--- config.mk ---
export PLATFORM = sky130hd
export DESIGN_NAME = ivs_top
export DESIGN_NICKNAME = d
export VERILOG_FILES = /design/src/core/ivs_pkg.sv /design/src/core/ivs_sync.sv /design/src/core/ivs_prio.sv /design/src/core/ivs_top.sv
export VERILOG_INCLUDE_DIRS = /design/src /design/src/core
export SDC_FILE = /design/constraint.sdc
export NUM_CORES = 1
export LEC_CHECK = 0
export BUFFER_PORTS_ARGS = -buffer_cell sky130_fd_sc_hd__buf_2
export CAP_MARGIN = 25
export CORE_ASPECT_RATIO = 1.5
export CORE_MARGIN = 2
export CORE_UTILIZATION = 64
export CTS_CLUSTER_DIAMETER = 60
export DETAILED_ROUTE_END_ITERATION = 7
export GPL_ROUTABILITY_DRIVEN = 0
export GPL_TIMING_DRIVEN = 0
export PLACE_DENSITY = 0.95
export SLEW_MARGIN = 25
export SYNTH_ARGS = -nofsm -noshare
export SYNTH_HDL_FRONTEND = slang
export SYNTH_SLANG_ARGS = --single-unit
--- constraint.sdc ---
create_clock -name clock_i -period 4.21 [get_ports clock_i]
set_input_delay 0.6315 -clock clock_i [delete_from_list [all_inputs] [get_ports clock_i]]
set_output_delay 0.6315 -clock clock_i [all_outputs]
set_load 0.005 [all_outputs]
--- src/core/ivs_defines.svh ---
`ifndef IVS_DEFINES_SVH
`define IVS_DEFINES_SVH

`define IVS_CALL_OPCODE  8'hcd
`define IVS_SPUR_LEVEL   3'h7
`define IVS_SLAVE_ID_RST 3'h7
`define IVS_MASK_RST     8'h00
`define IVS_EDGE_REARM   8'hff
`define IVS_PIN_RST      21'h1e0000

`define IVS_W1_INIT      4
`define IVS_W1_ADDR_HI   7
`define IVS_W1_ADDR_LO   5
`define IVS_W1_LEVEL_TRIGGER_SEL      3
`define IVS_W1_ADI       2
`define IVS_W1_LONE_DEVICE_FLAG      1
`define IVS_W1_IC4       0
`define IVS_W4_AUTO_SERVICE_CLEAR      1
`define IVS_W4_PM        0

`define IVS_OW_THIRD     3
`define IVS_OW_ESMM      6
`define IVS_OW_SMM       5
`define IVS_OW_RR        1
`define IVS_OW_RIS       0
`define IVS_EOI_NSPEC    3'h1
`define IVS_EOI_SPEC     3'h3

`endif

--- src/core/ivs_pkg.sv ---
package ivs_pkg;

	typedef enum logic [4:0] {
		INIT_WAIT   = 5'h01,
		INIT_BASE   = 5'h02,
		INIT_CASC   = 5'h04,
		INIT_FOURTH = 5'h08,
		INIT_READY  = 5'h10
	} ivs_init_t;

	typedef enum logic [5:0] {
		ACK_IDLE = 6'h01,
		ACK_P1   = 6'h02,
		ACK_G1   = 6'h04,
		ACK_P2   = 6'h08,
		ACK_G2   = 6'h10,
		ACK_P3   = 6'h20
	} ivs_ack_t;

	typedef logic [2:0] ivs_level_t;

endpackage : ivs_pkg

--- src/core/ivs_sync.sv ---
`timescale 1ns/1ns
module ivs_sync #(
	parameter int               WIDTH     = 1,
	parameter logic [WIDTH-1:0] RESET_VAL = '0
) (
	input  wire logic             clock_i,
	input  wire logic             reset_i,
	input  wire logic [WIDTH-1:0] async_i,
	output logic      [WIDTH-1:0] sync_o
);

	logic [WIDTH-1:0] meta_q;
	logic [WIDTH-1:0] sync_q;

	always_ff @(posedge clock_i) begin
		if (reset_i) begin
			meta_q <= RESET_VAL;
			sync_q <= RESET_VAL;
		end else begin
			meta_q <= async_i;
			sync_q <= meta_q;
		end
	end

	assign sync_o = sync_q;

endmodule : ivs_sync

--- src/core/ivs_prio.sv ---
`timescale 1ns/1ns
module ivs_prio (
	input  wire logic       [7:0] bits_i,
	output logic                  found_o,
	output ivs_pkg::ivs_level_t   level_o
);

	// Scanning down lets the lowest set index win, so input 0 ranks first.
	always_comb begin
		found_o = 1'b0;
		level_o = 3'h0;
		for (int i = 7; i >= 0; i--) begin
			if (bits_i[i]) begin
				found_o = 1'b1;
				level_o = 3'(i);
			end
		end
	end

endmodule : ivs_prio

--- src/core/ivs_top.sv ---
`timescale 1ns/1ns
`include "ivs_defines.svh"
// Contract
// - Raise the interrupt output when an unmasked request outranks service.
// - Call mode first ack sets service bit, clears request, drives opcode.
// - Call mode drives address low byte on ack two, high on three.
// - Call mode auto clear drops service bit at third ack end.
// - Pointer mode first ack sets service, clears request, bus undriven.
// - Pointer mode drives one eight-bit vector on the second ack.
// - Pointer mode auto clear drops service bit at second ack end.
// - No request at first ack answers as level seven everywhere.
// - Interval four low byte: address 7..5, level, two zeros.
// - Interval eight low byte: address 7..6, level, three zeros.
// - Third call byte is the stored base word, address 15..8.
// - Pointer byte: five top base bits, then level; interval ignored.
// - Pointer first ack freezes the level; cascade code after it.
// - Write with address low and data bit four restarts setup.
// - Setup start rearms edges; each input needs a fresh rise.
// - Setup start clears mask, special mask, slave id seven, reads requests.
// - Without fourth word, auto clear and pointer mode are zeroed.
// - Level trigger select makes inputs level sensed, no edge logic.
// - Spacing select one gives interval four, zero interval eight.
// - Lone device skips cascade word; fourth flag expects fourth word.
// - Processor mode bit zero selects call, one selects pointer.
// - Non-specific end command clears lowest-numbered set service bit, skipping masked ones in special mask mode.
// - Auto clear is enabled by its bit in the fourth word.
module ivs_top (
	input  wire logic       clock_i,
	input  wire logic       reset_i,
	input  wire logic       cs_n_i,
	input  wire logic       wr_n_i,
	input  wire logic       rd_n_i,
	input  wire logic       a0_i,
	input  wire logic [7:0] data_i,
	input  wire logic       vector_ack_strobe_n_i,
	input  wire logic [7:0] request_i,
	output logic      [7:0] data_o,
	output logic            data_oe_n_o,
	output logic            int_o,
	output logic      [2:0] cas_o,
	output logic            cas_oe_n_o,
	output logic      [2:0] slave_id_o
);

	function automatic logic ivs_is_init(input logic a0, input logic [7:0] d);
		return !a0 && d[`IVS_W1_INIT];
	endfunction : ivs_is_init

	function automatic logic [7:0] ivs_onehot(input logic [2:0] l);
		return 8'h01 << l;
	endfunction : ivs_onehot

	logic [20:0] pins_s;
	logic        s_cs_n, s_wr_n, s_rd_n, s_ack_n, s_a0;
	logic [7:0]  s_data, s_req;

	// Every pin is asynchronous to clock_i, so all pass two flops.
	ivs_sync #(.WIDTH(21), .RESET_VAL(`IVS_PIN_RST)) u_sync (
		.clock_i (clock_i),
		.reset_i (reset_i),
		.async_i ({cs_n_i, wr_n_i, rd_n_i, vector_ack_strobe_n_i, a0_i,
		           data_i, request_i}),
		.sync_o  (pins_s)
	);
	assign {s_cs_n, s_wr_n, s_rd_n, s_ack_n, s_a0, s_data, s_req} = pins_s;

	// Host strobe front end.
	logic       wr_act_q, wr_act_d, wr_a0_q, wr_a0_d, ack_low_q, ack_low_d;
	logic [7:0] wr_data_q, wr_data_d;
	logic       wr_act, wr_stb, wr_init, rd_act, ack_fall, ack_rise;

	assign wr_act   = !s_cs_n && !s_wr_n;
	assign rd_act   = !s_cs_n && !s_rd_n;
	assign wr_stb   = wr_act_q && !wr_act;
	assign wr_init  = wr_stb && ivs_is_init(wr_a0_q, wr_data_q);
	assign ack_fall = !s_ack_n && !ack_low_q;
	assign ack_rise = s_ack_n && ack_low_q;

	// The write is taken at its trailing edge, with the last data seen low.
	always_comb begin
		wr_act_d  = wr_act;
		wr_a0_d   = wr_act ? s_a0 : wr_a0_q;
		wr_data_d = wr_act ? s_data : wr_data_q;
		ack_low_d = !s_ack_n;
	end

	always_ff @(posedge clock_i) begin
		if (reset_i) begin
			wr_act_q  <= 1'b0;
			wr_a0_q   <= 1'b0;
			wr_data_q <= 8'h00;
			ack_low_q <= 1'b0;
		end else begin
			wr_act_q  <= wr_act_d;
			wr_a0_q   <= wr_a0_d;
			wr_data_q <= wr_data_d;
			ack_low_q <= ack_low_d;
		end
	end

	// Setup sequence and command words.
	ivs_pkg::ivs_init_t init_q, init_d;
	logic [7:0] base_q, base_d, imr_q, imr_d;
	logic [2:0] addr_lo_q, addr_lo_d, sid_q, sid_d;
	logic       level_trigger_sel_q, level_trigger_sel_d, adi_q, adi_d, lone_device_flag_q, lone_device_flag_d, ic4_q, ic4_d;
	logic       auto_service_clear_q, auto_service_clear_d, pm_q, pm_d, smm_q, smm_d, ris_q, ris_d;
	logic       ready, eoi_stb;

	assign ready   = init_q == ivs_pkg::INIT_READY;
	assign eoi_stb = wr_stb && ready && !wr_a0_q
	                 && !wr_data_q[`IVS_W1_INIT] && !wr_data_q[`IVS_OW_THIRD];

	always_comb begin
		init_d = init_q;  base_d = base_q;  imr_d = imr_q;
		addr_lo_d = addr_lo_q;  sid_d = sid_q;  level_trigger_sel_d = level_trigger_sel_q;
		adi_d = adi_q;  lone_device_flag_d = lone_device_flag_q;  ic4_d = ic4_q;
		auto_service_clear_d = auto_service_clear_q;  pm_d = pm_q;  smm_d = smm_q;  ris_d = ris_q;
		if (wr_init) begin
			init_d    = ivs_pkg::INIT_BASE;
			imr_d     = `IVS_MASK_RST;
			smm_d     = 1'b0;
			ris_d     = 1'b0;
			sid_d     = `IVS_SLAVE_ID_RST;
			addr_lo_d = wr_data_q[`IVS_W1_ADDR_HI:`IVS_W1_ADDR_LO];
			level_trigger_sel_d    = wr_data_q[`IVS_W1_LEVEL_TRIGGER_SEL];
			adi_d     = wr_data_q[`IVS_W1_ADI];
			lone_device_flag_d    = wr_data_q[`IVS_W1_LONE_DEVICE_FLAG];
			ic4_d     = wr_data_q[`IVS_W1_IC4];
			if (!wr_data_q[`IVS_W1_IC4]) begin
				auto_service_clear_d = 1'b0;
				pm_d   = 1'b0;
			end
		end else if (wr_stb && wr_a0_q) begin
			case (init_q)
				ivs_pkg::INIT_BASE: begin
					base_d = wr_data_q;
					if (!lone_device_flag_q)
						init_d = ivs_pkg::INIT_CASC;
					else if (ic4_q)
						init_d = ivs_pkg::INIT_FOURTH;
					else
						init_d = ivs_pkg::INIT_READY;
				end
				ivs_pkg::INIT_CASC: begin
					sid_d  = wr_data_q[2:0];
					init_d = ic4_q ? ivs_pkg::INIT_FOURTH
					               : ivs_pkg::INIT_READY;
				end
				ivs_pkg::INIT_FOURTH: begin
					auto_service_clear_d = wr_data_q[`IVS_W4_AUTO_SERVICE_CLEAR];
					pm_d   = wr_data_q[`IVS_W4_PM];
					init_d = ivs_pkg::INIT_READY;
				end
				ivs_pkg::INIT_READY: imr_d = wr_data_q;
				default: init_d = ivs_pkg::INIT_WAIT;
			endcase
		end else if (wr_stb && ready && wr_data_q[`IVS_OW_THIRD]) begin
			if (wr_data_q[`IVS_OW_ESMM])
				smm_d = wr_data_q[`IVS_OW_SMM];
			if (wr_data_q[`IVS_OW_RR])
				ris_d = wr_data_q[`IVS_OW_RIS];
		end
	end

	always_ff @(posedge clock_i) begin
		if (reset_i) begin
			init_q <= ivs_pkg::INIT_WAIT;
			base_q <= 8'h00;  imr_q <= `IVS_MASK_RST;  addr_lo_q <= 3'h0;
			sid_q <= `IVS_SLAVE_ID_RST;  level_trigger_sel_q <= 1'b0;  adi_q <= 1'b0;
			lone_device_flag_q <= 1'b0;  ic4_q <= 1'b0;  auto_service_clear_q <= 1'b0;  pm_q <= 1'b0;
			smm_q <= 1'b0;  ris_q <= 1'b0;
		end else begin
			init_q <= init_d;
			base_q <= base_d;  imr_q <= imr_d;  addr_lo_q <= addr_lo_d;
			sid_q <= sid_d;  level_trigger_sel_q <= level_trigger_sel_d;  adi_q <= adi_d;
			lone_device_flag_q <= lone_device_flag_d;  ic4_q <= ic4_d;  auto_service_clear_q <= auto_service_clear_d;
			pm_q <= pm_d;  smm_q <= smm_d;  ris_q <= ris_d;
		end
	end

	// Requests, service and the acknowledge sequence.
	ivs_pkg::ivs_ack_t   ack_q, ack_d;
	ivs_pkg::ivs_level_t lvl_q, lvl_d, pend_lvl, serv_lvl;
	logic [7:0] irr_q, irr_d, isr_q, isr_d, prev_q, prev_d;
	logic [7:0] req_set, ack_set, done_clr;
	logic       spur_q, spur_d, pend_found, serv_found, ack_end;

	ivs_prio u_pend (
		.bits_i  (irr_q & ~imr_q),
		.found_o (pend_found),
		.level_o (pend_lvl)
	);
	// In special mask mode a masked service bit no longer blocks anything.
	ivs_prio u_serv (
		.bits_i  (smm_q ? (isr_q & ~imr_q) : isr_q),
		.found_o (serv_found),
		.level_o (serv_lvl)
	);

	for (genvar g = 0; g < 8; g++) begin : g_req
		assign req_set[g] = level_trigger_sel_q ? s_req[g]
		                           : s_req[g] && !prev_q[g];
	end

	always_comb begin
		ack_d = ack_q;  lvl_d = lvl_q;  spur_d = spur_q;
		ack_set = 8'h00;  ack_end = 1'b0;  done_clr = 8'h00;
		case (ack_q)
			ivs_pkg::ACK_IDLE: if (ack_fall && ready) begin
				ack_d  = ivs_pkg::ACK_P1;
				lvl_d  = pend_found ? pend_lvl : `IVS_SPUR_LEVEL;
				spur_d = !pend_found;
				if (pend_found)
					ack_set = ivs_onehot(pend_lvl);
			end
			ivs_pkg::ACK_P1: if (ack_rise) ack_d = ivs_pkg::ACK_G1;
			ivs_pkg::ACK_G1: if (ack_fall) ack_d = ivs_pkg::ACK_P2;
			ivs_pkg::ACK_P2: if (ack_rise) begin
				ack_end = pm_q;
				ack_d   = pm_q ? ivs_pkg::ACK_IDLE : ivs_pkg::ACK_G2;
			end
			ivs_pkg::ACK_G2: if (ack_fall) ack_d = ivs_pkg::ACK_P3;
			ivs_pkg::ACK_P3: if (ack_rise) begin
				ack_end = 1'b1;
				ack_d   = ivs_pkg::ACK_IDLE;
			end
			default: ack_d = ivs_pkg::ACK_IDLE;
		endcase
		if (ack_end && auto_service_clear_q && !spur_q)
			done_clr = ivs_onehot(lvl_q);
		if (eoi_stb && wr_data_q[7:5] == `IVS_EOI_NSPEC && serv_found)
			done_clr = done_clr | ivs_onehot(serv_lvl);
		if (eoi_stb && wr_data_q[7:5] == `IVS_EOI_SPEC)
			done_clr = done_clr | ivs_onehot(wr_data_q[2:0]);
		// A new set wins over a clear landing in the same cycle.
		irr_d  = req_set | (irr_q & s_req & ~ack_set);
		isr_d  = (isr_q & ~done_clr) | ack_set;
		prev_d = s_req;
		if (wr_init) begin
			ack_d  = ivs_pkg::ACK_IDLE;
			irr_d  = 8'h00;
			isr_d  = 8'h00;
			prev_d = `IVS_EDGE_REARM;
		end
	end

	always_ff @(posedge clock_i) begin
		if (reset_i) begin
			ack_q <= ivs_pkg::ACK_IDLE;  lvl_q <= 3'h0;  spur_q <= 1'b0;
			irr_q <= 8'h00;  isr_q <= 8'h00;  prev_q <= `IVS_EDGE_REARM;
		end else begin
			ack_q <= ack_d;  lvl_q <= lvl_d;  spur_q <= spur_d;
			irr_q <= irr_d;  isr_q <= isr_d;  prev_q <= prev_d;
		end
	end

	// Pin drivers. The acknowledge bytes take precedence over status reads.
	logic [7:0] dout_q, dout_d;
	logic [2:0] cas_q, cas_d;
	logic       doe_n_q, doe_n_d, cas_oe_n_q, cas_oe_n_d, int_q, int_d;

	always_comb begin
		dout_d  = 8'h00;
		doe_n_d = 1'b1;
		case (ack_d)
			ivs_pkg::ACK_P1: if (!pm_q) begin
				dout_d  = `IVS_CALL_OPCODE;
				doe_n_d = 1'b0;
			end
			ivs_pkg::ACK_P2: begin
				doe_n_d = 1'b0;
				if (pm_q)
					dout_d = {base_q[7:3], lvl_q};
				else if (adi_q)
					dout_d = {addr_lo_q, lvl_q, 2'b00};
				else
					dout_d = {addr_lo_q[2:1], lvl_q, 3'b000};
			end
			ivs_pkg::ACK_P3: begin
				dout_d  = base_q;
				doe_n_d = 1'b0;
			end
			ivs_pkg::ACK_IDLE: if (rd_act) begin
				doe_n_d = 1'b0;
				dout_d  = s_a0 ? imr_q : (ris_q ? isr_q : irr_q);
			end
			default: ;
		endcase
		// The code appears after the first pulse ends and stays to the last.
		cas_d      = lvl_q;
		cas_oe_n_d = lone_device_flag_q || ack_d == ivs_pkg::ACK_IDLE
		             || ack_d == ivs_pkg::ACK_P1;
		int_d = ready && pend_found
		        && (!serv_found || pend_lvl < serv_lvl);
	end

	always_ff @(posedge clock_i) begin
		if (reset_i) begin
			dout_q <= 8'h00;  doe_n_q <= 1'b1;  cas_q <= 3'h0;
			cas_oe_n_q <= 1'b1;  int_q <= 1'b0;
		end else begin
			dout_q <= dout_d;  doe_n_q <= doe_n_d;  cas_q <= cas_d;
			cas_oe_n_q <= cas_oe_n_d;  int_q <= int_d;
		end
	end

	assign data_o      = dout_q;
	assign data_oe_n_o = doe_n_q;
	assign int_o       = int_q;
	assign cas_o       = cas_q;
	assign cas_oe_n_o  = cas_oe_n_q;
	assign slave_id_o  = sid_q;
endmodule : ivs_top

==> impl_metrics.toml <==
[min_path]
hold-path-cell-count = 2
hold_class = "input pin to flop"

[global_routing]
largest_net_degree_at_the_start_of_global_routing = 17
wire_length_of_the_first_global_routing_pass_mm = 27.7
grt-busiest-layer = "met2"
globalRoute.totalOverflow = 0
use_met2_pct = 61.1
grt.met3_usage_pct = 11.6
initial_antenna_violation_count = 0
globalRouteTotalUtil_pct = 38.0
routing_usage_on_met1_pct = 39.7
via_count_of_the_first_global_routing_pass = 5491

[sta]
worst_pin_slew_ns = 0.948
layout_min_cycle_time_ns = 3.34
finalHoldWorstSlack_ns = 0.390
setup-tns-final_ns = 0
timing.final.max_slew_violations = 0
final-hold-violation-count = 0
maxSlewHeadroom_pct = 36.7
final_min_period_over_clock_period_pct = 79.4
grt_setup_unrepaired = "false"
timing.final.setup_violations = 0
max_freq_mhz = 299
fin_skew_ns = 0.00620

[die]
floorplan.die_area_um2 = 9860
die_height_um = 121
boundaryPins = 40
num_rows = 42
initial_core_util_pct = 65.8
die_width_um = 81.8
core_area_um2 = 8830

[placement]
detailedPlacementHpwl_mm = 11.3
numPortBuffers = 39

[route]
drt_iter0_drc = 850
drtAntennaViolNets = 0
drt-total-wl_mm = 17.9
detail_route.first_pass.iterations = 7
drcViolationCount = 0
post_drt_wl_per_cell_um = 20.9
avgViaCountPerCell = 6.76
vias = 5770

[yosys]
yosysWarnings = 0
post_syn_area_um2 = 5810
register_bit_count_reported_by_yosys = 136
synth-compound-area-share_pct = 16.0
synthAdderAreaFrac_pct = 0.625
ys_seq_area_share_pct = 46.9
syn-num-nets = 699
synth_top_cell_area_share_pct = 46.9
synth-xor-area-share_pct = 0.603
synth_simple_gate_area_share_pct = 26.7
async_reset_ff_share_pct = 0
postSynthAreaPerCell_um2 = 8.61
synth_mux_area_share_pct = 5.75
synth_top_cell_by_area = "sky130_fd_sc_hd__dfxtp_1"
synth_cell_type_count = 63
synth-main-ff-cell = "sky130_fd_sc_hd__dfxtp_1"
synth_top_family_by_area = "simple AND/OR/NAND/NOR gates"
netlist_top_cells_area = "sky130_fd_sc_hd__dfxtp_1, sky130_fd_sc_hd__nand2_1, sky130_fd_sc_hd__mux2i_1, sky130_fd_sc_hd__nor2b_1, sky130_fd_sc_hd__nor2_1"
syn_inst = 674
synth_enable_flop_cells = 0

[clock_network]
cts_buffer_depth = 2
cts.clk_slew.worst_paths_ns = 0.06
cts_sinks = 136
cts_tree = "built"
worst_skew_pair_latency_ns = 0.42
post_cts_resized = 0
post-cts-setup-buffers = 0
cts_hold_repair.buffers = 0
cts_max_level = 4
clock_tree.root_cell = "sky130_fd_sc_hd__clkbuf_16"
tritoncts.num_buffers = 17

[outcome]
status = "finished clean"

[pwr]
worst_ir_drop_on_vdd_v = 0.000384
p_per_area_nw_per_um2 = 438
p_leak_uw = 0.00250

[finish]
n_antenna_cell = 0
drive_gt1_share_pct = 13.6
layout.nets = 757
area_growth_syn_to_layout_pct = 16.4

[worst_setup_path]
worstRegToRegCells = 7
cp.required_ns = 4.56
worstSetupStartpointType = "flop"
kind_of_end_point_of_the_critical_path = "flop"
crit_arrival_ns = 3.69
criticalPathCategory = "flop to flop"
crit_fanout = 10

[job]
maxCapViolations = 0
## worst max-delay path, cell delays in order, from the launching register on
cell and delay, ns:
sky130_fd_sc_hd__dfxtp_1 0.33, sky130_fd_sc_hd__clkbuf_1 0.24, sky130_fd_sc_hd__nor4_1 0.63, sky130_fd_sc_hd__nand2_1 0.28
sky130_fd_sc_hd__nor3_2 0.77, sky130_fd_sc_hd__o21ai_0 0.36, sky130_fd_sc_hd__or3_1 0.46, sky130_fd_sc_hd__a31oi_1 0.21
## cell families after synthesis
family / count (synthesis)
compound gates: 141
xor+xnor: 4
fa+ha+maj: 3
buf+inv: 53
flops: 136
mux: 33
simple gates: 304
## layer usage
| metal | wire length [um] | share of wire (%) |
|---|---|---|
| met5 | 0 | 0 |
| met4 | 1790 | 10 |
| met3 | 1900 | 11 |
| met2 | 8390 | 47 |
| met1 | 5770 | 32 |
## cells in the mapped netlist (4+ instances only)
cell and number:
sky130_fd_sc_hd__inv_1 13, sky130_fd_sc_hd__nand4_1 6, sky130_fd_sc_hd__nor4_1 6, sky130_fd_sc_hd__a22oi_1 9, sky130_fd_sc_hd__mux2i_1 30, sky130_fd_sc_hd__nor2b_1 45
sky130_fd_sc_hd__clkbuf_1 37, sky130_fd_sc_hd__nand2_1 82, sky130_fd_sc_hd__o31ai_1 4, sky130_fd_sc_hd__nor3_1 7, sky130_fd_sc_hd__o21ai_0 19, sky130_fd_sc_hd__nor4b_1 6
sky130_fd_sc_hd__nand2b_1 18, sky130_fd_sc_hd__nor2_1 72, sky130_fd_sc_hd__nand3_1 12, sky130_fd_sc_hd__a211oi_1 6, sky130_fd_sc_hd__or3_1 11, sky130_fd_sc_hd__o21a_1 7
sky130_fd_sc_hd__dfxtp_1 136, sky130_fd_sc_hd__a31oi_1 17, sky130_fd_sc_hd__and2_1 4, sky130_fd_sc_hd__a21oi_1 41, sky130_fd_sc_hd__or2_2 16
## sequential cells by signal, indices dropped and copies added (netlist names), 3 cells and up
register	flops
u_sync.meta_q	21
u_sync.sync_o	21
base_q	8
data_o	8
imr_q	8
irr_q	8
isr_q	8
prev_q	8
wr_data_q	8
ack_q	6
init_q	5
addr_lo_q	3
cas_d	3
cas_o	3
slave_id_o	3
## power by group
group	internal, uW	switching (uW)	total, uW	leakage (uW)
clock	1000	548	1550	0.000295
sequential	1310	11.1	1320	0.00111
combinational	32.8	53.6	86.4	0.00110
total	2350	613	2960	0.00250
## per-stage QoR
step | setup WS (ns) | instance area [um2] | instances | power [uW] | util (%)
2_1_floorplan | 1.76 | 5810 | 674 | 1400 | -
3_3_place_gp | 1.36 | 6140 | 823 | 1420 | 69.5
3_5_place_dp | 1.20 | 6140 | 823 | 1430 | 69.5
4_1_cts | 1.19 | 6760 | 854 | 2950 | 76.5
5_1_grt | 0.831 | 6760 | 854 | 3010 | 76.5
6_report | 0.867 | 6760 | 854 | 2960 | 76.5
## cell usage in the layout (no fill, tap or decap), types with 4 or more instances in the layout
master,instances
sky130_fd_sc_hd__a22oi_1,9
sky130_fd_sc_hd__dfxtp_1,136
sky130_fd_sc_hd__nor2b_1,45
sky130_fd_sc_hd__nor4_1,6
sky130_fd_sc_hd__clkbuf_1,38
sky130_fd_sc_hd__o21a_1,7
sky130_fd_sc_hd__or2_2,16
sky130_fd_sc_hd__nand4_1,6
sky130_fd_sc_hd__nand3_1,12
sky130_fd_sc_hd__inv_1,13
sky130_fd_sc_hd__nor4b_1,6
sky130_fd_sc_hd__clkbuf_16,17
sky130_fd_sc_hd__mux2i_1,30
sky130_fd_sc_hd__o21ai_0,19
sky130_fd_sc_hd__and2_1,4
sky130_fd_sc_hd__o31ai_1,4
sky130_fd_sc_hd__a31oi_1,17
sky130_fd_sc_hd__a211oi_1,6
sky130_fd_sc_hd__a21oi_1,41
sky130_fd_sc_hd__buf_2,42
sky130_fd_sc_hd__nand2b_1,18
sky130_fd_sc_hd__bufinv_16,4
sky130_fd_sc_hd__nor3_1,7
sky130_fd_sc_hd__or3_1,11
sky130_fd_sc_hd__nand2_1,82
sky130_fd_sc_hd__nor2_1,72
## cell type report
class / instances / area, um2
plain buffers: 40 / 154
inverters: 13 / 48.8
flip-flops and latches: 136 / 2720
repair buffers: 39 / 195
well taps: 110 / 138
multi-input cells: 485 / 2880
clock buffers: 19 / 443
fillers: 500 / 2070
clock inverters: 12 / 175
## worst paths after layout
| check | from | end | slack (ns) |
|---|---|---|---|
| setup / recovery | ack_q[4] | data_o[7] | 0.87 |
| hold / removal | wr_n_i | u_sync.meta_q[19] | 0.39 |
| setup reg to reg | ack_q[4] | data_o[7] | 0.87 |
| hold reg to reg | u_sync.meta_q[19] | u_sync.sync_o[19] | 0.41 |
(Power assumes the default switching activity.)
